`src/logic/aie_pkg.sv`:
```
// constants and types of the addition execute unit
package aie_pkg;
  // ----------------------------------------------------------------
  // register map (byte addresses)
  // ----------------------------------------------------------------
  localparam logic [7:0] REG_CTRL = 8'h00;
  localparam logic [7:0] REG_INSTR = 8'h04;
  localparam logic [7:0] REG_ACC = 8'h08;
  localparam logic [7:0] REG_BANK = 8'h0c;
  localparam logic [7:0] REG_STATUS = 8'h10;
  localparam logic [7:0] REG_INDEX = 8'h14;
  // ----------------------------------------------------------------
  // field positions
  // ----------------------------------------------------------------
  localparam int CTRL_EXT_BIT = 0;
  localparam int ST_C_BIT = 0;
  localparam int ST_DIGIT_CARRY_BIT = 1;
  localparam int ST_Z_BIT = 2;
  localparam int ST_OVERFLOW_BIT = 3;
  localparam int ST_N_BIT = 4;
  localparam int ST_BUSY_BIT = 8;
  localparam int ST_ILL_BIT = 9;
  localparam int DEST_BIT = 9;
  localparam int ACCESS_BIT = 8;
  // ----------------------------------------------------------------
  // opcodes and addressing
  // ----------------------------------------------------------------
  localparam logic [7:0] OPC_ADD_LITERAL = 8'h0f;
  localparam logic [5:0] OPC_ADD_ACC_TO_REG = 6'h09;
  localparam logic [7:0] INDEXED_LIMIT = 8'h5f;
  localparam logic [7:0] ACCESS_SPLIT = 8'h80;
  localparam logic [3:0] ACCESS_HIGH_PAGE = 4'hf;
  localparam logic [3:0] ACCESS_LOW_PAGE = 4'h0;
  // ----------------------------------------------------------------
  // reset values and bus codes
  // ----------------------------------------------------------------
  localparam logic [7:0] ACC_RESET = 8'h00;
  localparam logic [3:0] BANK_RESET = 4'h0;
  localparam logic [11:0] INDEX_RESET = 12'h000;
  localparam logic [15:0] INSTR_RESET = 16'h0000;
  localparam logic [4:0] FLAGS_RESET = 5'h00;
  localparam logic [1:0] HTRANS_NONSEQ = 2'h2;
  localparam logic [2:0] HSIZE_WORD = 3'h2;
  localparam logic HRESP_OKAY = 1'b0;
  // idle plus one state per phase of the four-phase instruction cycle
  typedef enum logic [4:0] {
    ST_IDLE = 5'b00001,
    ST_DECODE = 5'b00010,
    ST_READ = 5'b00100,
    ST_PROC = 5'b01000,
    ST_WRITE = 5'b10000
  } aie_state_t;
endpackage

```
`src/logic/aie_alu_if.sv`:
```
// operand and result bundle between core sequencer and adder
`timescale 1ns/100ps
`default_nettype none
interface aie_alu_if;
  logic [7:0] opA;
  logic [7:0] opB;
  logic [7:0] sum;
  logic carry;
  logic digitCarry;
  logic zero;
  logic overflow;
  logic negative;
  modport core (output opA, opB,
    input sum, carry, digitCarry, zero, overflow, negative);
  modport alu (input opA, opB,
    output sum, carry, digitCarry, zero, overflow, negative);
endinterface
`default_nettype wire

```
`src/logic/aie_alu.sv`:
```
// 8-bit adder with status flag generation
`timescale 1ns/100ps
`default_nettype none
module aie_alu (
  aie_alu_if.alu bus // operands in, sum and flags out
);
  import aie_pkg::*;
  logic [8:0] wide;
  logic [4:0] lowNib;
  assign wide = {1'b0, bus.opA} + {1'b0, bus.opB};
  assign lowNib = {1'b0, bus.opA[3:0]} + {1'b0, bus.opB[3:0]};
  assign bus.sum = wide[7:0];
  assign bus.carry = wide[8]; // RULE8
  assign bus.digitCarry = lowNib[4]; // RULE8
  assign bus.zero = (wide[7:0] == 8'h00); // RULE8
  assign bus.negative = wide[7]; // RULE8
  // signed overflow: like-signed operands giving an opposite sign
  assign bus.overflow = (bus.opA[7] == bus.opB[7]) &&
    (wide[7] != bus.opA[7]); // RULE8
endmodule // aie_alu
`default_nettype wire

```
`src/logic/aie_add_exec.sv`:
```
// addition instruction decode and execute unit with AHB-Lite registers
//
// Notes on behaviour
// RULE1 - literal add: accumulator plus immediate into accumulator
// RULE2 - register add: accumulator plus addressed data register
// RULE3 - destination bit clear: sum to accumulator
// RULE4 - destination bit set: sum to data register
// RULE5 - access bit clear: address in shared access bank
// RULE6 - access bit set: bank register picks bank
// RULE7 - extended, access clear, f<=95: indexed offset addressing
// RULE8 - both adds update all five status flags
// RULE9 - one word; decode, read, compute, write phases
//
// Local design decisions: the register offsets and the AHB-Lite register port.
`timescale 1ns/100ps
`default_nettype none
module aie_add_exec (
  input wire logic clk, // core clock
  input wire logic resetn, // asynchronous reset, active low
  input wire logic hsel, // slave select
  input wire logic [7:0] haddr, // byte address
  input wire logic [1:0] htrans, // transfer type
  input wire logic hwrite, // write when high
  input wire logic [2:0] hsize, // transfer size
  input wire logic [31:0] hwdata, // write data
  input wire logic hready, // bus ready
  output logic [31:0] hrdata, // read data
  output logic hreadyout, // slave ready
  output logic hresp, // response, always okay
  output logic [11:0] dmAddr, // data memory address
  output logic dmRdEn, // data memory read strobe
  output logic dmWrEn, // data memory write strobe
  output logic [7:0] dmWdata, // data memory write data
  input wire logic [7:0] dmRdata, // read data, cycle after dmRdEn
  output logic busy // instruction in progress
);
  import aie_pkg::*;

  aie_state_t state, next_state;
  logic [7:0] acc;
  logic [3:0] bankSelectReg;
  logic [11:0] indexBase;
  logic [15:0] instrWord;
  logic [4:0] flags;
  logic extEnable, illegal;
  logic wrPend;
  logic [7:0] wrAddr;
  aie_alu_if aluBus ();

  // ----------------------------------------------------------------
  // bus slave
  // ----------------------------------------------------------------
  logic acceptCycle;
  logic wrCtrl, wrInstr, wrAcc, wrBank, wrStatus, wrIndex;
  logic idle;
  assign acceptCycle = hsel && hready && (htrans == HTRANS_NONSEQ);
  assign idle = (state == ST_IDLE);
  assign wrCtrl = wrPend && (wrAddr == REG_CTRL);
  assign wrInstr = wrPend && (wrAddr == REG_INSTR);
  assign wrAcc = wrPend && (wrAddr == REG_ACC);
  assign wrBank = wrPend && (wrAddr == REG_BANK);
  assign wrStatus = wrPend && (wrAddr == REG_STATUS);
  assign wrIndex = wrPend && (wrAddr == REG_INDEX);

  always_ff @(posedge clk or negedge resetn) begin
    if (!resetn) begin
      wrPend <= 1'b0;
      wrAddr <= 8'h00;
    end else begin
      wrPend <= acceptCycle && hwrite && (hsize == HSIZE_WORD);
      wrAddr <= haddr;
    end
  end

  always_ff @(posedge clk or negedge resetn) begin
    if (!resetn) begin
      hreadyout <= 1'b0;
      hresp <= HRESP_OKAY;
    end else begin
      hreadyout <= 1'b1;
      hresp <= HRESP_OKAY;
    end
  end

  logic [31:0] next_rdata;
  always_comb begin
    next_rdata = 32'h0000_0000;
    unique case (haddr)
      REG_CTRL: next_rdata[CTRL_EXT_BIT] = extEnable;
      REG_INSTR: next_rdata[15:0] = instrWord;
      REG_ACC: next_rdata[7:0] = acc;
      REG_BANK: next_rdata[3:0] = bankSelectReg;
      REG_STATUS: begin
        next_rdata[4:0] = flags;
        next_rdata[ST_BUSY_BIT] = !idle;
        next_rdata[ST_ILL_BIT] = illegal;
      end
      REG_INDEX: next_rdata[11:0] = indexBase;
      default: next_rdata = 32'h0000_0000;
    endcase
  end

  always_ff @(posedge clk or negedge resetn) begin
    if (!resetn) begin
      hrdata <= 32'h0000_0000;
    end else if (acceptCycle && !hwrite) begin
      hrdata <= next_rdata;
    end
  end

  // ----------------------------------------------------------------
  // configuration registers
  // ----------------------------------------------------------------
  always_ff @(posedge clk or negedge resetn) begin
    if (!resetn) begin
      extEnable <= 1'b0;
      bankSelectReg <= BANK_RESET;
      indexBase <= INDEX_RESET;
    end else begin
      if (wrCtrl) extEnable <= hwdata[CTRL_EXT_BIT];
      if (wrBank) bankSelectReg <= hwdata[3:0];
      if (wrIndex) indexBase <= hwdata[11:0];
    end
  end

  // ----------------------------------------------------------------
  // decode
  // ----------------------------------------------------------------
  logic isLit, isReg, legalWord, destBit, accessBit, indexed;
  logic [7:0] fileAddr;
  logic [11:0] opAddr;
  assign isLit = (instrWord[15:8] == OPC_ADD_LITERAL); // RULE1
  assign isReg = (instrWord[15:10] == OPC_ADD_ACC_TO_REG); // RULE2
  assign legalWord = (hwdata[15:8] == OPC_ADD_LITERAL) ||
    (hwdata[15:10] == OPC_ADD_ACC_TO_REG);
  assign destBit = instrWord[DEST_BIT];
  assign accessBit = instrWord[ACCESS_BIT];
  assign fileAddr = instrWord[7:0];
  assign indexed = extEnable && !accessBit &&
    (fileAddr <= INDEXED_LIMIT); // RULE7

  always_comb begin
    if (accessBit) begin
      opAddr = {bankSelectReg, fileAddr}; // RULE6
    end else if (indexed) begin
      opAddr = indexBase + {4'h0, fileAddr}; // RULE7
    end else if (fileAddr >= ACCESS_SPLIT) begin
      opAddr = {ACCESS_HIGH_PAGE, fileAddr}; // RULE5
    end else begin
      opAddr = {ACCESS_LOW_PAGE, fileAddr}; // RULE5
    end
  end

  // instruction word is only taken while no instruction runs
  always_ff @(posedge clk or negedge resetn) begin
    if (!resetn) begin
      instrWord <= INSTR_RESET;
    end else if (wrInstr && idle) begin
      instrWord <= hwdata[15:0];
    end
  end

  // set by an unknown opcode wins over a write-one clear
  always_ff @(posedge clk or negedge resetn) begin
    if (!resetn) begin
      illegal <= 1'b0;
    end else if (wrInstr && idle && !legalWord) begin
      illegal <= 1'b1;
    end else if (wrStatus && hwdata[ST_ILL_BIT]) begin
      illegal <= 1'b0;
    end
  end

  // ----------------------------------------------------------------
  // four-phase sequencer
  // ----------------------------------------------------------------
  always_comb begin
    unique case (state)
      ST_IDLE: next_state = (wrInstr && legalWord) ? ST_DECODE : ST_IDLE;
      ST_DECODE: next_state = ST_READ; // RULE9
      ST_READ: next_state = ST_PROC; // RULE9
      ST_PROC: next_state = ST_WRITE; // RULE9
      ST_WRITE: next_state = ST_IDLE; // RULE9
      default: next_state = ST_IDLE;
    endcase
  end

  always_ff @(posedge clk or negedge resetn) begin
    if (!resetn) begin
      state <= ST_IDLE;
      busy <= 1'b0;
    end else begin
      state <= next_state;
      busy <= (next_state != ST_IDLE);
    end
  end

  // ----------------------------------------------------------------
  // operand read, compute and write-back
  // ----------------------------------------------------------------
  assign aluBus.opA = acc;
  assign aluBus.opB = isLit ? fileAddr : dmRdata; // RULE1 RULE2
  aie_alu aie_alu_inst (
    .bus(aluBus)
  );

  always_ff @(posedge clk or negedge resetn) begin
    if (!resetn) begin
      dmAddr <= 12'h000;
      dmRdEn <= 1'b0;
    end else begin
      if (state == ST_DECODE) dmAddr <= opAddr; // RULE5 RULE6 RULE7
      dmRdEn <= (state == ST_DECODE) && isReg; // RULE2
    end
  end

  always_ff @(posedge clk or negedge resetn) begin
    if (!resetn) begin
      dmWrEn <= 1'b0;
      dmWdata <= 8'h00;
    end else begin
      dmWrEn <= (state == ST_PROC) && isReg && destBit; // RULE4
      if (state == ST_PROC) dmWdata <= aluBus.sum;
    end
  end

  always_ff @(posedge clk or negedge resetn) begin
    if (!resetn) begin
      acc <= ACC_RESET;
    end else if (state == ST_PROC && (isLit || !destBit)) begin
      acc <= aluBus.sum; // RULE1 RULE3
    end else if (wrAcc && idle) begin
      acc <= hwdata[7:0];
    end
  end

  always_ff @(posedge clk or negedge resetn) begin
    if (!resetn) begin
      flags <= FLAGS_RESET;
    end else if (state == ST_PROC) begin
      flags[ST_C_BIT] <= aluBus.carry; // RULE8
      flags[ST_DIGIT_CARRY_BIT] <= aluBus.digitCarry; // RULE8
      flags[ST_Z_BIT] <= aluBus.zero; // RULE8
      flags[ST_OVERFLOW_BIT] <= aluBus.overflow; // RULE8
      flags[ST_N_BIT] <= aluBus.negative; // RULE8
    end else if (wrStatus && idle) begin
      flags <= hwdata[4:0];
    end
  end

  // ----------------------------------------------------------------
  // checks
  // ----------------------------------------------------------------
  logic [7:0] chkSum;
  assign chkSum = acc + (isLit ? fileAddr : dmRdata);

  AST_LIT_SUM: assert property (@(posedge clk) disable iff (!resetn) // RULE1
    (state == ST_PROC && isLit) |=> (acc == $past(chkSum)))
    else $error("literal add result wrong");
  AST_REG_READ: assert property (@(posedge clk) disable iff (!resetn) // RULE2
    (state == ST_DECODE && isReg) |=> (dmRdEn && state == ST_READ))
    else $error("operand read strobe missing");
  AST_DEST_ACC: assert property (@(posedge clk) disable iff (!resetn) // RULE3
    (state == ST_PROC && isReg && !destBit) |=>
    (!dmWrEn && acc == $past(chkSum)))
    else $error("accumulator destination wrong");
  AST_DEST_REG: assert property (@(posedge clk) disable iff (!resetn) // RULE4
    (state == ST_PROC && isReg && destBit) |=>
    (dmWrEn && dmWdata == $past(chkSum) && $stable(acc)))
    else $error("register destination wrong");
  AST_ACCESS: assert property (@(posedge clk) disable iff (!resetn) // RULE5
    (state == ST_DECODE && !accessBit && !indexed) |=>
    (dmAddr[7:0] == fileAddr && dmAddr[11:8] == ((fileAddr >= ACCESS_SPLIT)
    ? ACCESS_HIGH_PAGE : ACCESS_LOW_PAGE)))
    else $error("access bank address wrong");
  AST_BANK: assert property (@(posedge clk) disable iff (!resetn) // RULE6
    (state == ST_DECODE && accessBit) |=>
    (dmAddr == {$past(bankSelectReg), fileAddr}))
    else $error("banked address wrong");
  AST_INDEXED: assert property (@(posedge clk) disable iff (!resetn) // RULE7
    (state == ST_DECODE && extEnable && !accessBit &&
    fileAddr <= INDEXED_LIMIT) |=>
    (dmAddr == 12'($past(indexBase) + {4'h0, fileAddr})))
    else $error("indexed address wrong");
  AST_FLAGS: assert property (@(posedge clk) disable iff (!resetn) // RULE8
    (state == ST_PROC) |=> (flags[ST_Z_BIT] == ($past(chkSum) == 8'h00) &&
    flags[ST_N_BIT] == $past(chkSum[7])))
    else $error("zero or negative flag wrong");
  AST_PHASES: assert property (@(posedge clk) disable iff (!resetn) // RULE9
    (state == ST_DECODE) |=> (state == ST_READ) ##1 (state == ST_PROC)
    ##1 (state == ST_WRITE) ##1 (state == ST_IDLE))
    else $error("phase sequence broken");
endmodule // aie_add_exec
`default_nettype wire

```
`config.mk`:
```
export PLATFORM = sky130hd
export DESIGN_NAME = aie_add_exec
export DESIGN_NICKNAME = d
export VERILOG_FILES = /design/src/logic/aie_pkg.sv /design/src/logic/aie_alu_if.sv /design/src/logic/aie_alu.sv /design/src/logic/aie_add_exec.sv
export SDC_FILE = /design/constraint.sdc
export NUM_CORES = 1
export LEC_CHECK = 0
export BUFFER_PORTS_ARGS = -buffer_cell sky130_fd_sc_hd__buf_2
export CAP_MARGIN = 10
export CORE_ASPECT_RATIO = 1.2
export CORE_MARGIN = 2
export CORE_UTILIZATION = 50
export DETAILED_ROUTE_END_ITERATION = 8
export GPL_ROUTABILITY_DRIVEN = 0
export GPL_TIMING_DRIVEN = 0
export PLACE_DENSITY_LB_ADDON = 0.3
export SKIP_LAST_GASP = 1
export SYNTH_ARGS = -nofsm -noshare
export SYNTH_HDL_FRONTEND = slang
export SYNTH_HIERARCHICAL = 1
export SYNTH_SLANG_ARGS = --single-unit
```
`constraint.sdc`:
```
create_clock -name clk -period 3.1 [get_ports clk]
set_input_delay 0.465 -clock clk [delete_from_list [all_inputs] [get_ports clk]]
set_output_delay 0.465 -clock clk [all_outputs]
set_load 0.005 [all_outputs]
```
### After elaboration in Yosys (flattened, before gate mapping)

Cells that the tools add are included.

| cells by class | value |
|---|---|
| add/sub/neg operators | 3 |
| order comparisons | 2 |
| equal/unequal tests | 23 |
| mux-type cells | 19 |
| reduce and logical (&&, ||, !) cells | 37 |

Operators by type and width:

| operator | number |
|---|---|
| == test 8 x 4 -> 1 bit, second input constant | 6 |
| two-way mux 12 bit | 3 |
| == test 8 x 5 -> 1 bit, second input constant | 4 |
| logical AND 1 bit | 24 |
| logical NOT 8 bit | 3 |
| two-way mux 8 bit | 3 |
| case mux 5 bit (4 select lines) | 1 |
| == test 8 x 3 -> 1 bit, second input constant | 2 |
| case mux 3 bit (5 select lines) | 1 |
| adder 12 x 8 -> 12 bit | 1 |
| == test 6 x 4 -> 1 bit, second input constant | 2 |
| two-way mux 5 bit | 2 |
| adder 8 x 8 -> 9 bit | 1 |
| case mux 3 bit (3 select lines) | 1 |
| greater-or-equal comparator 8 bit, second input constant | 1 |
| <= comparator 8 x 7 -> 1 bit, second input constant | 1 |
| case mux 1 bit (6 select lines) | 1 |
| case mux 2 bit (3 select lines) | 1 |
| nonzero test 2 bit | 3 |
| adder 4 x 4 -> 5 bit | 1 |
| == test 5 x 1 -> 1 bit, second input constant | 1 |
| == test 5 x 2 -> 1 bit, second input constant | 1 |
| == test 5 x 3 -> 1 bit, second input constant | 1 |
| == test 5 x 4 -> 1 bit, second input constant | 1 |
| 12 further kinds | 18 |

| word-level totals | value |
|---|---|
| register bits after elaboration | 101 |
| input bits | 58 |
| output and inout port bits | 57 |

### Logic depth before layout (Yosys ltp)

Gate-level depths: netlist of run 1.

| logic depth | value |
|---|---|
| depth in word-level cells | 6 |
| depth in mapped cells | 15 |
| gate-level depth less buffers | 15 |

### By module

The synthesis of run 1 kept the hierarchy.

Modules (own cells, without submodules):

| module | times used | cells each | area an instance (µm²) | seq. area each (µm²) |
|---|---|---|---|---|
| aie_add_exec | 1 | 504 | 5175.0 | 2528.7 |
| aie_alu | 1 | 53 | 414.1 | 0.0 |

### Least setup slack after synthesis of run 1

No wires, ideal clock.

| path | value |
|---|---|
| path kind | flip-flop to flip-flop |
| start point | reg instrWord[12] |
| end point | reg flags[2] |
| setup time | 64 ps |
| arrival | 3312 ps |
| path slack | -276 ps |
| stages on the path, launching flop included | 14 |
| path buffers | 0 |
| clock period less this slack | 3376 ps |
| cells stage by stage | dfrtp_1 > nor4b_1 > nand4b_1 > inv_1 > nand2_1 > mux2_2 > ha_1 > a21o_1 > a31o_1 > a221o_1 > a211o_1 > nor4b_2 > o22a_1 > o21a_1 |

| between the ends | value |
|---|---|
| word-level cells in the longest chain between the ends | 5 |

Ends and longest elaborated chain:

| item | RTL line | text |
|---|---|---|
| start, declared | aie_add_exec.sv:43 | `logic [15:0] instrWord;` |
| start signal, assigned | aie_add_exec.sv:159 | `instrWord <= hwdata[15:0];` |
| == test 8 x 4 -> 1 bit | aie_add_exec.sv:132 | `assign isLit = (instrWord[15:8] == OPC_ADD_LITERAL);` |
| two-way mux 8 bit | n/a |  |
| net aluBus.opB[5] | aie_alu_if.sv:6 | `logic [7:0] opB;` |
| adder 8 x 8 -> 9 bit | aie_alu.sv:10 | `assign wide = {1'b0, bus.opA} + {1'b0, bus.opB};` |
| net aluBus.negative | aie_alu_if.sv:12 | `logic negative;` |
| logical NOT 8 bit | aie_alu.sv:15 | `assign bus.zero = (wide[7:0] == 8'h00);` |
| net aluBus.zero | aie_alu_if.sv:10 | `logic zero;` |
| two-way mux 5 bit | aie_add_exec.sv:240 | `end else if (state == ST_PROC) begin` |
| end signal, assigned by index | aie_add_exec.sv:241 | `flags[ST_C_BIT] <= aluBus.carry;` |
| end signal, assigned by index | aie_add_exec.sv:242 | `flags[ST_DIGIT_CARRY_BIT] <= aluBus.digitCarry;` |
| end signal, assigned by index | aie_add_exec.sv:243 | `flags[ST_Z_BIT] <= aluBus.zero;` |
| end, declared | aie_add_exec.sv:44 | `logic [4:0] flags;` |

The timed path passes the listed nets, and every way through them passes these cells.
A chain may end at the register's enable or synchronous reset.

### Worst setup path in the final report of run 1

| path | value |
|---|---|
| start point | reg instrWord[14] |
| end point | reg flags[2] |

Same word-level chain as after synthesis.

==> impl_results.md, run 1 <==
- Most frequent cells in the layout: 100 x dfrtp_1, 83 x buf_2, 78 x nand2_1
- Design area: 6805 um^2
- GRT Total Usage: between 20 and 30%
- RSZ-0062 raised after global routing: yes
- Max VDD drop: approximately 0.26 mV
- Initial DRT Pass Iterations: 4
- Yosys top cell by area: dfrtp_1
- Async SR Flop Fraction: between 90% and 100%
- Post-synthesis sequential area ratio: roughly 45%
- Least-Margin Pin Slew: between 1 and 1.5 ns
- FF+latch count, synth: between 100 and 150
- Final period utilization: 115.1%
- DRC viols: 0
- Fin nets: around 760
- Cell area after placement: approximately 6300 um^2
- Top cells by area, synth: dfrtp_1 45%, mux2_2 7.5%, nand2_1 5.3%, ha_1 3.6%, o21ai_0 3.2%
- Total negative slack: -1.670 ns
- Layout fillers: ~900
- Largest net degree at the start of global routing: between 60 and 70
- Clock latency on the worst-skew pair: 0.35 ns
- First-pass GRT wire length: between 20 and 25 mm
- Maxcap violations: 0
- Initial Utilization: between 50% and 60%
- Area grow syn2layout: 21.76%
- ANT nets after route: 0
- # IOs: around 120
- Fin crit period: 3.568 ns
- Diode count: 0
- Primary FF master, synth: dfrtp_1
- Worst setup SP type: flop
- DIE AREA: ~12000 um^2
- CTS tree: built
- Hold-fix buffers, CTS: 0
- Total wire length: 14.86 mm
- Commonest non-fill, non-tap cell in the layout: dfrtp_1
- Max Transition Viols Final: 0
- Clock-pin slew on the worst setup and hold paths: 0.07 ns
- Fmax: approximately 0.28 GHz
- Total congestion overflow: 0
- Final Skew: between 0.01 and 0.015 ns
- Hpwl dp: approximately 11 mm
- Ratio of cells with drive above 1 in the final layout: a little under a third
- Die Width: between 100 and 150 um
- Pleak: between 3 and 4 nW
- Vias per cell: ~5.8
- Synth Cell Area: between 5000 and 6000 um^2
- Hold Fails Final Rpt: 0
- Crit path kind: reg -> reg
- Pwr dens: between 300 and 400 nW/um^2
- Yosys cell types: 71
- Post-synth top area share: approximately 45%
- 1st-iter DRT viols: between 200 and 300
- Vias: roughly 4800
- Endpoint required time on the critical path: around 3.4 ns
- Sink Count: ~100
- IO buf count: around 80
- Crit end category: flop
- Die H: 119.8 um
- Post-synth EDFFs: 0
- Failing checks: negative setup slack
- Row cnt: 42
- Worst Path Max Fanout: 6
- # H-tree levels: 3
- Routed len/inst: ~18 um
- Root Buffer: clkbuf_16
- Initial antenna violation count: 0
- Relative slew slack: 32.25%
- Clk buf depth: 2
- Cells after synthesis: roughly 560
- Syn_area_per_cell: approximately 10 um^2
- Yosys warning total: 6
- Final setup violation count: 6
- Vias in the first global route: around 4600
- Post-route setup slack: -0.4678 ns
- Num CTS Buffers: 9
- WP data arrival: around 3.9 ns
- Core area: approximately 11000 um^2
- Hold crit path type: in -> async
- Status: complete, but fails checks
-- final cells by class --
cell class / count / area, um^2 / share of cell area (%)
Inverter: 16 / 60.06 / 0.8825
Multi-Input combinational cell: 418 / 2984 / 43.85
Tap cell: 132 / 165.2 / 2.427
Clock buffer: 11 / 242.7 / 3.567
Sequential cell: 101 / 2529 / 37.16
Timing Repair Buffer: 96 / 544.3 / 7.998
Buffer: 38 / 236.5 / 3.475
Clock inverter: 5 / 43.79 / 0.6435
-- through the flow --
step	std cells	total power [mW]	worst slack, ns	util (%)	hold WS, ns
final	817	2.678	-0.4678	61.96	0.08470
after global routing	817	2.781	-0.5735	61.96	0.1154
after CTS	811	2.691	-0.4125	61.04	0.09474
after detailed placement	787	1.603	-0.6288	57.28	0.4568
after global placement	786	1.590	-0.5810	57.01	0.4486
after floorplan	573	1.497	-0.01776	-	0.1694
-- synthesized netlist by cell type, types with 4 or more instances --
| cell | count |
|---|---|
| or3_1 | 4 |
| nor2_1 | 33 |
| mux2_4 | 8 |
| ha_1 | 16 |
| a22oi_1 | 6 |
| and3_1 | 4 |
| nand3_1 | 10 |
| o21ai_0 | 36 |
| a31oi_1 | 5 |
| and2_1 | 4 |
| or2_2 | 5 |
| a22o_1 | 4 |
| clkbuf_1 | 13 |
| nor3_1 | 17 |
| xnor2_1 | 5 |
| a21o_1 | 8 |
| nand2_1 | 79 |
| dfrtp_1 | 100 |
| nand2b_1 | 4 |
| inv_1 | 16 |
| a21oi_1 | 19 |
| buf_4 | 19 |
| mux2i_1 | 12 |
| nor2b_1 | 9 |
| o21a_1 | 8 |
| mux2_2 | 37 |
| a211oi_1 | 8 |
-- cell families (layout without fill, tap and decap cells) --
logic type / count (synthesis) / in the layout / share of synthesized area [%]
mux: 57 / 57 / 11.75
fa+ha+maj: 18 / 18 / 4.298
xor+xnor: 7 / 7 / 1.097
flops: 101 / 101 / 45.24
buf+inv: 54 / 166 / 5.305
other cells: 2 / 18 / 0.1344
simple gates: 193 / 193 / 17.30
compound gates: 125 / 125 / 14.86
-- registers in the layout (all words and copies together) (netlist names), 4 cells and up --
| signal | cells |
|---|---|
| dmWdata | 8 |
| indexBase | 12 |
| state | 5 |
| dmAddr | 12 |
| instrWord | 16 |
| acc | 8 |
| wrAddr | 8 |
| bankSelectReg | 4 |
| hrdata | 16 |
| flags | 5 |
-- routing by layer --
layer  track usage, %  up-vias  share of wire [%]
met4            10.45        0                3.9
li1                 -     2219                  -
met5                0        -                  0
met1            31.84     2325                 41
met2            42.28      166                 50
met3            5.475       45                5.5
-- critical path: stages, from the launching register on --
cell	delay, ns
dfrtp_1	0.42
nor4b_4	0.34
nand4b_1	0.23
inv_1	0.16
nand2_4	0.09
buf_4	0.16
buf_4	0.13
mux2_2	0.27
ha_1	0.34
and2b_4	0.21
a221o_1	0.31
a211o_1	0.29
nor4b_4	0.30
o22a_1	0.16
o21a_1	0.10
-- path summary, 6_finish.rpt --
check	startpoint	end	cells past startpoint	slack, ns
hold reg to reg	hrdata[14]$_DFFE_PN0P_	hrdata[14]$_DFFE_PN0P_	2	0.47
min in group clk	haddr[0]	wrAddr[0]$_DFF_PN0_	1	0.23
hold / removal	resetn	dmAddr[1]$_DFFE_PN0P_	1	0.08
setup reg to reg	instrWord[14]$_DFFE_PN0N_	flags[2]$_DFFE_PN0P_	14	-0.47
max in group asynchronous	resetn	hrdata[14]$_DFFE_PN0P_	2	2.34
setup / recovery	instrWord[14]$_DFFE_PN0N_	flags[2]$_DFFE_PN0P_	14	-0.47
-- what timing repair did --
item / in CTS / in global routing
endpoints found under the setup margin: 8 / 13
gates resized for setup: 12 / 12
buffers inserted: 8 / 6
pin swaps: 4 / 7
-- power by group --
part / leakage (nW) / internal (mW) / switching [mW]
Clock: 0.134 / 0.577 / 0.509
Combinational: 1.92 / 0.106 / 0.129
Sequential: 1.28 / 1.34 / 0.0200
Power figures use the tool's default switching activity.
==> run 2, diff against run 1 <==
==> constraint.sdc (replaced) <==
create_clock -name clk -period 3 [get_ports clk]
set_input_delay 0.45 -clock clk [delete_from_list [all_inputs] [get_ports clk]]
set_output_delay 0.45 -clock clk [all_outputs]
set_load 0.005 [all_outputs]
==> run 2 against run 1 <==
  * The run still ends with negative setup slack left
  * Clock power about the same
  * Total power up 3.7%
  * Combinational power up 8%
  * Critical endpoint unchanged
  * Largest power group unchanged
==> impl_results.md, run 2 (same netlist as run 1, synthesis figures left out) <==
- Initial Utilization: 50.89% (unchanged)
- Row cnt: 42 (unchanged)
- 1st-iter DRT viols: 311 (+8.0%)
- Final period utilization: 119.3% (+4.2 points)
- Crit path kind: reg -> reg
- Sink Count: 101 (unchanged)
- Hold crit path type: in -> async
- Final Skew: 0.01137 ns (+0.0003782 ns)
- CTS tree: built
- Pwr dens: 399.3 nW/um^2 (+1.5%)
- Post-Route Utilization: 63.32% (+1.4 points)
- IO buf count: 81 (unchanged)
- Diode count: 0 (unchanged)
- Ratio of cells with drive above 1 in the final layout: 33.77% (+2.2 points)
- Largest net degree at the start of global routing: 68 (unchanged)
- Clk buf depth: 2 (unchanged)
- Hold Fails Final Rpt: 0 (unchanged)
- Vias: 4830 (+1.6%)
- Hpwl dp: 11.30 mm (unchanged)
- GRT Total Usage: 25.53% (+0.16 points)
- Fin nets: 761 (+0.66%)
- Clock-pin slew on the worst setup and hold paths: 0.07 ns (about the same)
- Root Buffer: clkbuf_16
- Maxcap violations: 0 (unchanged)
- DRC viols: 0 (unchanged)
- Commonest non-fill, non-tap cell in the layout: dfrtp_1
- Area grow syn2layout: 24.42%
- Hold-fix buffers, CTS: 0 (unchanged)
- Die Width: 100.5 um (unchanged)
- Final setup violation count: 12 (+6)
- Endpoint required time on the critical path: 3.29 ns (-0.10 ns)
- Crit path top cell by count: nor4b_4
- Total congestion overflow: 0 (unchanged)
- P_int: 2.092 mW (+3.6%)
- Fmax: 0.2794 GHz (-0.33%)
- Clk network pwr share: 40.4% (-0.2 points)
- Max incr delay on CP: 0.42 ns (about the same)
- Worst Path Max Fanout: 5 (-1)
- ANT nets after route: 0 (unchanged)
- Layout fillers: 873 (-3.3%)
- Total wire length: 15.35 mm (+3.2%)
- RSZ-0062 raised after global routing: yes
- Post-route setup slack: -0.5795 ns (-0.1116 ns)
- Fin crit period: 3.579 ns (+0.01165 ns)
- Die H: 119.8 um (unchanged)
- Pleak: 3.401 nW (+1.9%)
- Crit end category: flop
- Switch Pwr: 684.4 uW (+4.0%)
- Relative slew slack: 32.07% (-0.18 points)
- Failing checks: negative setup slack
- Num CTS Buffers: 9 (unchanged)
- Status: complete, but fails checks
- Reg power frac: 50.5% (-0.2 points)
- Total negative slack: -2.605 ns (-0.9352 ns)
- Routed len/inst: 18.67 um (+2.6%)
- Worst setup SP type: flop
- Vias per cell: 5.876 (+0.96%)
- Max VDD drop: 0.2770 mV (+4.8%)
- Initial antenna violation count: 0 (unchanged)
- Clock latency on the worst-skew pair: 0.35 ns (about the same)
- Most frequent cells in the layout: 100 x dfrtp_1, 83 x buf_2, 75 x nand2_1
- DIE AREA: 12040 um^2 (unchanged)
- Vias in the first global route: 4643 (+0.065%)
- Max Transition Viols Final: 0 (unchanged)
- # H-tree levels: 3 (unchanged)
- Initial DRT Pass Iterations: 5 (+1)
- Largest regs: hrdata x16, instrWord x16
- Combinational Power Share: 9.1% (+0.3 points)
- Crit-path cells: nor4b_4 > nand4b_1 > inv_1 > nand2_4 > buf_12 > buf_6 > mux2_4 > ha_4 > a21o_1 > a31o_1 > a221o_1 > a211o_1 > nor4b_4 > o22a_1 > o21a_1
- Net Sw Frac: 24.65% (+0.067 points)
- First-pass GRT wire length: 23.83 mm (+0.70%)
- WP data arrival: 3.87 ns (about the same)
- Core area: 10980 um^2 (unchanged)
- CP max-delay cell: dfrtp_1
- Least-Margin Pin Slew: 1.011 ns (+0.002705 ns)
- # IOs: 115 (unchanged)
[run 2: layer usage]
layer	track usage [%]	vias to the layer above	part of all wire [%]
li1	-	2227	-
met1	32.14	2370	40
met2	43.04	190	50
met3	5.300	43	6.3
met4	9.589	0	3.6
met5	0	-	0
[run 2: through the flow]
step / total power, mW / setup WS, ns / hold WS, ns / instance area [um^2] / cells
floorplan: 1.546 / -0.1178 / 0.1544 / 5690 / 573
global placement: 1.643 / -0.6810 / 0.4486 / 6261 / 786
detailed placement: 1.656 / -0.7288 / 0.4492 / 6291 / 787
CTS: 2.785 / -0.4917 / 0.07974 / 6794 / 816
global route: 2.882 / -0.6658 / 0.1004 / 6954 / 822
finish: 2.777 / -0.5795 / 0.07177 / 6954 / 822
[run 2: cell type report]
class	instances	area, um^2	area share [%]
clock inverter	5	43.79	0.6297
buffer	38	240.2	3.454
inverter	16	60.06	0.8636
tap	132	165.2	2.375
timing repair buffer	101	605.6	8.708
clock buffer	11	242.7	3.490
sequential	101	2529	36.36
multi-input combinational	418	3068	44.12
[run 2: worst paths after layout]
kind                       cells past startpoint                     end                 startpoint  slack [ns]
max                                           15    flags[2]$_DFFE_PN0P_  instrWord[14]$_DFFE_PN0N_       -0.58
min                                            1   dmAddr[2]$_DFFE_PN0P_                     resetn        0.07
max reg2reg                                   15    flags[2]$_DFFE_PN0P_  instrWord[14]$_DFFE_PN0N_       -0.58
min reg2reg                                    2  hrdata[14]$_DFFE_PN0P_     hrdata[14]$_DFFE_PN0P_        0.47
max in group asynchronous                      2   hrdata[4]$_DFFE_PN0P_                     resetn        2.24
min in group clk                               1     wrAddr[0]$_DFF_PN0_                   haddr[0]        0.22
[run 2: worst max-delay path, delay by kind of cell, from the launching register on]
kind	cells	cell delay, ns
multiplexers	1	0.30
buffers and inverters	3	0.42
AO/OA/AOI/OAI	6	1.25
AND/OR/NAND/NOR	4	0.95
adder cells (fa/ha/maj)	1	0.17
flip-flops	1	0.42
[run 2: power groups by stage]
stage / registers [mW] / logic (mW) / clock network, mW
2_1_floorplan: 1.42 / 0.126 / 0
3_3_place_gp: 1.43 / 0.216 / 0
3_5_place_dp: 1.43 / 0.228 / 0
4_1_cts: 1.40 / 0.241 / 1.14
5_1_grt: 1.40 / 0.275 / 1.20
6_report: 1.40 / 0.253 / 1.12
[run 2: timing repair]
action,CTS,global route
gates resized for setup,22,23
pin swaps,10,13
setup endpoints to repair,13,15
buffers inserted,13,7
==> run 3, diff against run 2 <==
--- a/config.mk
+++ b/config.mk
@@ -5,11 +5,13 @@
 export SDC_FILE = /design/constraint.sdc
 export NUM_CORES = 1
 export LEC_CHECK = 0
+export ABC_AREA = 1
 export BUFFER_PORTS_ARGS = -buffer_cell sky130_fd_sc_hd__buf_2
 export CAP_MARGIN = 10
 export CORE_ASPECT_RATIO = 1.2
 export CORE_MARGIN = 2
 export CORE_UTILIZATION = 50
+export CTS_CLUSTER_SIZE = 8
 export DETAILED_ROUTE_END_ITERATION = 8
 export GPL_ROUTABILITY_DRIVEN = 0
 export GPL_TIMING_DRIVEN = 0
==> run 3 against run 2 <==
  * The flow now finishes without violations
  * Cell area shrank 2.8%
  * Critical path depth increased by 1
  * Cell count is 24% higher
  * First-iteration DRC count fell by 6.4%
  * Count of clock-buffer cells in the layout is 2 lower
  * Synthesized cell count grew 35%
  * Total power rose by 4.0%
  * Setup slack gained 0.71 ns
  * Worst hold slack got worse by 0.046 ns
  * Die area increased by 2.2%
==> impl_results.md, run 3 <==
- Status: complete, no violations
- Endpoint required time on the critical path: 3.24 ns (-0.05 ns)
- Hpwl dp: 11.74 mm (+3.9%)
- Yosys cell types: 44 (-38%)
- Syn_area_per_cell: 7.584 um^2 (-24%)
- Commonest non-fill, non-tap cell in the layout: nand2_1
- Hold-fix buffers, CTS: 0 (unchanged)
- Crit-path cells: nor3_4 > nand4_4 > buf_4 > o21ai_0 > inv_1 > fa_1 > inv_1 > nand3_1 > nand2_1 > nand2_1 > nand2_1 > nor2_1 > nand2_1 > nor2_2 > o22ai_1 > nor2_1
- Sink Count: 101 (unchanged)
- Hold Fails Final Rpt: 0 (unchanged)
- Met1 usage: 33.12% (+0.98 points)
- Final setup violation count: 0 (-12)
- Hold crit path type: in -> async
- ANT nets after route: 0 (unchanged)
- FF+latch count, synth: 101 (unchanged)
- CP Buf/Inv Count: 3 (unchanged)
- Primary FF master, synth: dfrtp_1
- Fin crit period: 2.866 ns (-0.7130 ns)
- Fin nets: 942 (+24%)
- Cells after synthesis: 754 (+35%)
- Top cells by area, synth: dfrtp_1 44%, nand2_1 15%, inv_1 6.5%, nand3_1 4.2%, o21ai_0 3.7%
- Worst setup SP type: flop
- Yosys warning total: 6 (unchanged)
- Worst Reg-to-Reg Cells: 16 (+1)
- 1st-iter DRT viols: 291 (-6.4%)
- Ratio of cells with drive above 1 in the final layout: 18.07% (-16 points)
- Pwr dens: 427.2 nW/um^2 (+7.0%)
- Pwr Total: 2.887 mW (+4.0%)
- CP max-delay cell: dfrtp_1
- Die Width: 101.6 um (+1.1%)
- DRC viols: 0 (unchanged)
- Vias per cell: 5.221 (-11%)
- Total congestion overflow: 0 (unchanged)
- Post-route setup slack: 0.1335 ns (+0.7130 ns)
- Yosys top cell by area: dfrtp_1
- CTS tree: built
- Initial antenna violation count: 0 (unchanged)
- Max VDD drop: 0.3223 mV (+16%)
- Final Skew: 0.01176 ns (+0.0003922 ns)
- Async SR Flop Fraction: 100.0% (unchanged)
- IO buf count: 81 (unchanged)
- Max Transition Viols Final: 0 (unchanged)
- Clk buf depth: 2 (unchanged)
- Largest regs: hrdata x16, instrWord x16
- WP data arrival: 3.11 ns (-0.76 ns)
- Crit path kind: reg -> reg
- Crit path top cell by count: nand2_1
- Initial DRT Pass Iterations: 5 (unchanged)
- GRT Total Usage: 26.13% (+0.60 points)
- Final period utilization: 95.55% (-24 points)
- Most frequent cells in the layout: 229 x nand2_1, 100 x dfrtp_1, 99 x inv_1
- Worst Path Max Fanout: 8 (+3)
- Total negative slack: 0 ns (+2.605 ns)
- Area grow syn2layout: 18.18%
- Post-Route Utilization: 60.95% (-2.4 points)
- Least-Margin Pin Slew: 0.6616 ns (-0.3496 ns)
- Max incr delay on CP: 0.43 ns (about the same)
- # IOs: 115 (unchanged)
- Met3 usage in global routing: 4.954% (-0.35 points)
- Setup slack at placement: -0.1441 ns (+0.5846 ns)
- RSZ-0062 raised after global routing: yes
- Root Buffer: clkbuf_16
- Diode count: 0 (unchanged)
- Total wire length: 15.33 mm (-0.10%)
- Routed len/inst: 14.98 um (-20%)
- Final Non-Filler Cells: 1023 (+24%)
- Design area: 6758 um^2 (-2.8%)
- Most common cell in the netlist: nand2_1
- Fmax: 0.3489 GHz (+25%)
- Row cnt: 42 (unchanged)
- Clock latency on the worst-skew pair: 0.35 ns (about the same)
- First-pass GRT wire length: 24.81 mm (+4.1%)
- Commonest cells post-synth: 229 x nand2_1, 100 x dfrtp_1, 99 x inv_1, 54 x nor2_1, 48 x nand3_1
- Layout fillers: 1027 (+18%)
- Post-synthesis sequential area ratio: 44.22% (-1.0 points)
- DIE AREA: 12310 um^2 (+2.2%)
- Reg2Reg Setup Slack: 0.13 ns (+0.71 ns)
- Post-synth top area share: 43.76% (-1.0 points)
- Synth Cell Area: 5718 um^2 (+2.3%)
- Maxcap violations: 0 (unchanged)
- Die H: 121.1 um (+1.1%)
- Relative slew slack: 55.89% (+24 points)
- Fin Hold WS: 0.02564 ns (-0.04613 ns)
- Critical path depth: 16 (+1)
- Cell area after placement: 6406 um^2 (+1.8%)
- Crit end category: flop
- Num CTS Buffers: 9 (unchanged)
- Post-synth EDFFs: 0 (unchanged)
- Vias: 5341 (+11%)
- Clock-pin slew on the worst setup and hold paths: 0.07 ns (about the same)
- Largest net degree at the start of global routing: 73 (+7.4%)
- GRT Max-Usage Layer: met2
- Delay-heaviest family, CP: simple AND/OR/NAND/NOR gates
- # H-tree levels: 3 (unchanged)
- Initial Utilization: 51.57% (+0.68 points)
- Inst Count DP: 1006 (+28%)
- Core area: 11090 um^2 (+0.96%)
- Met2 Usage GRT: 42.97% (-0.068 points)
- Pleak: 3.799 nW (+12%)
- Vias in the first global route: 5105 (+10%)
## run 3: logic make-up after synthesis
family	share of synthesized area, %
xor gates and xnor gates	0.6128
other	0.1313
and+or+nand+nor	28.77
buffers and inverters	10.72
AOI/OAI and AO/OA	11.33
adders and majority gates	4.201
DFF	44.22
## run 3: final timing paths
path,start,to
max,instrWord[15]$_DFFE_PN0N_,flags[2]$_DFFE_PN0P_
min,resetn,dmWdata[5]$_DFFE_PN0P_
max reg2reg,instrWord[15]$_DFFE_PN0N_,flags[2]$_DFFE_PN0P_
min reg2reg,dmWdata[6]$_DFFE_PN0P_,dmWdata[6]$_DFFE_PN0P_
max in group asynchronous,resetn,state[0]$_DFF_PN1_
min in group clk,haddr[7],wrAddr[7]$_DFF_PN0_
## run 3: worst reg2reg max path, stage by stage (launching register included)
cell	delay (ns)
dfrtp_1	0.43
nor3_4	0.26
nand4_4	0.21
buf_4	0.21
o21ai_0	0.20
inv_1	0.10
fa_1	0.41
inv_1	0.10
nand3_1	0.10
nand2_1	0.15
nand2_1	0.06
nand2_1	0.10
nor2_1	0.07
nand2_1	0.08
nor2_2	0.04
o22ai_1	0.19
nor2_1	0.06
## run 3: repair_timing
| item | 4_1_cts | 5_1_grt |
|---|---|---|
| setup endpoints to repair | 5 | 5 |
| setup buffers | 0 | 4 |
| pin swaps | 0 | 2 |
| gates resized for setup | 1 | 2 |
## run 3: area by class of cell
class | count | area, um^2 | area share (%)
Buffer | 33 | 226.5 | 3.351
Multi-Input combinational cell | 533 | 2651 | 39.23
Clock buffer | 9 | 225.2 | 3.333
Timing Repair Buffer | 86 | 465.4 | 6.888
Inverter | 102 | 382.9 | 5.666
Tap cell | 154 | 192.7 | 2.851
Clock inverter | 5 | 85.08 | 1.259
Sequential cell | 101 | 2529 | 37.42
## run 3: metal layers
layer | wire length [um] | vias to the layer above
met2 | 7637 | 181
met4 | 556 | 0
met5 | 0 | -
met3 | 869 | 43
met1 | 6265 | 2496
li1 | - | 2621
## run 3: power breakdown
| group | internal [mW] | switching [mW] |
|---|---|---|
| combinational | 0.0988 | 0.138 |
| clock | 0.729 | 0.517 |
| sequential | 1.39 | 0.0174 |
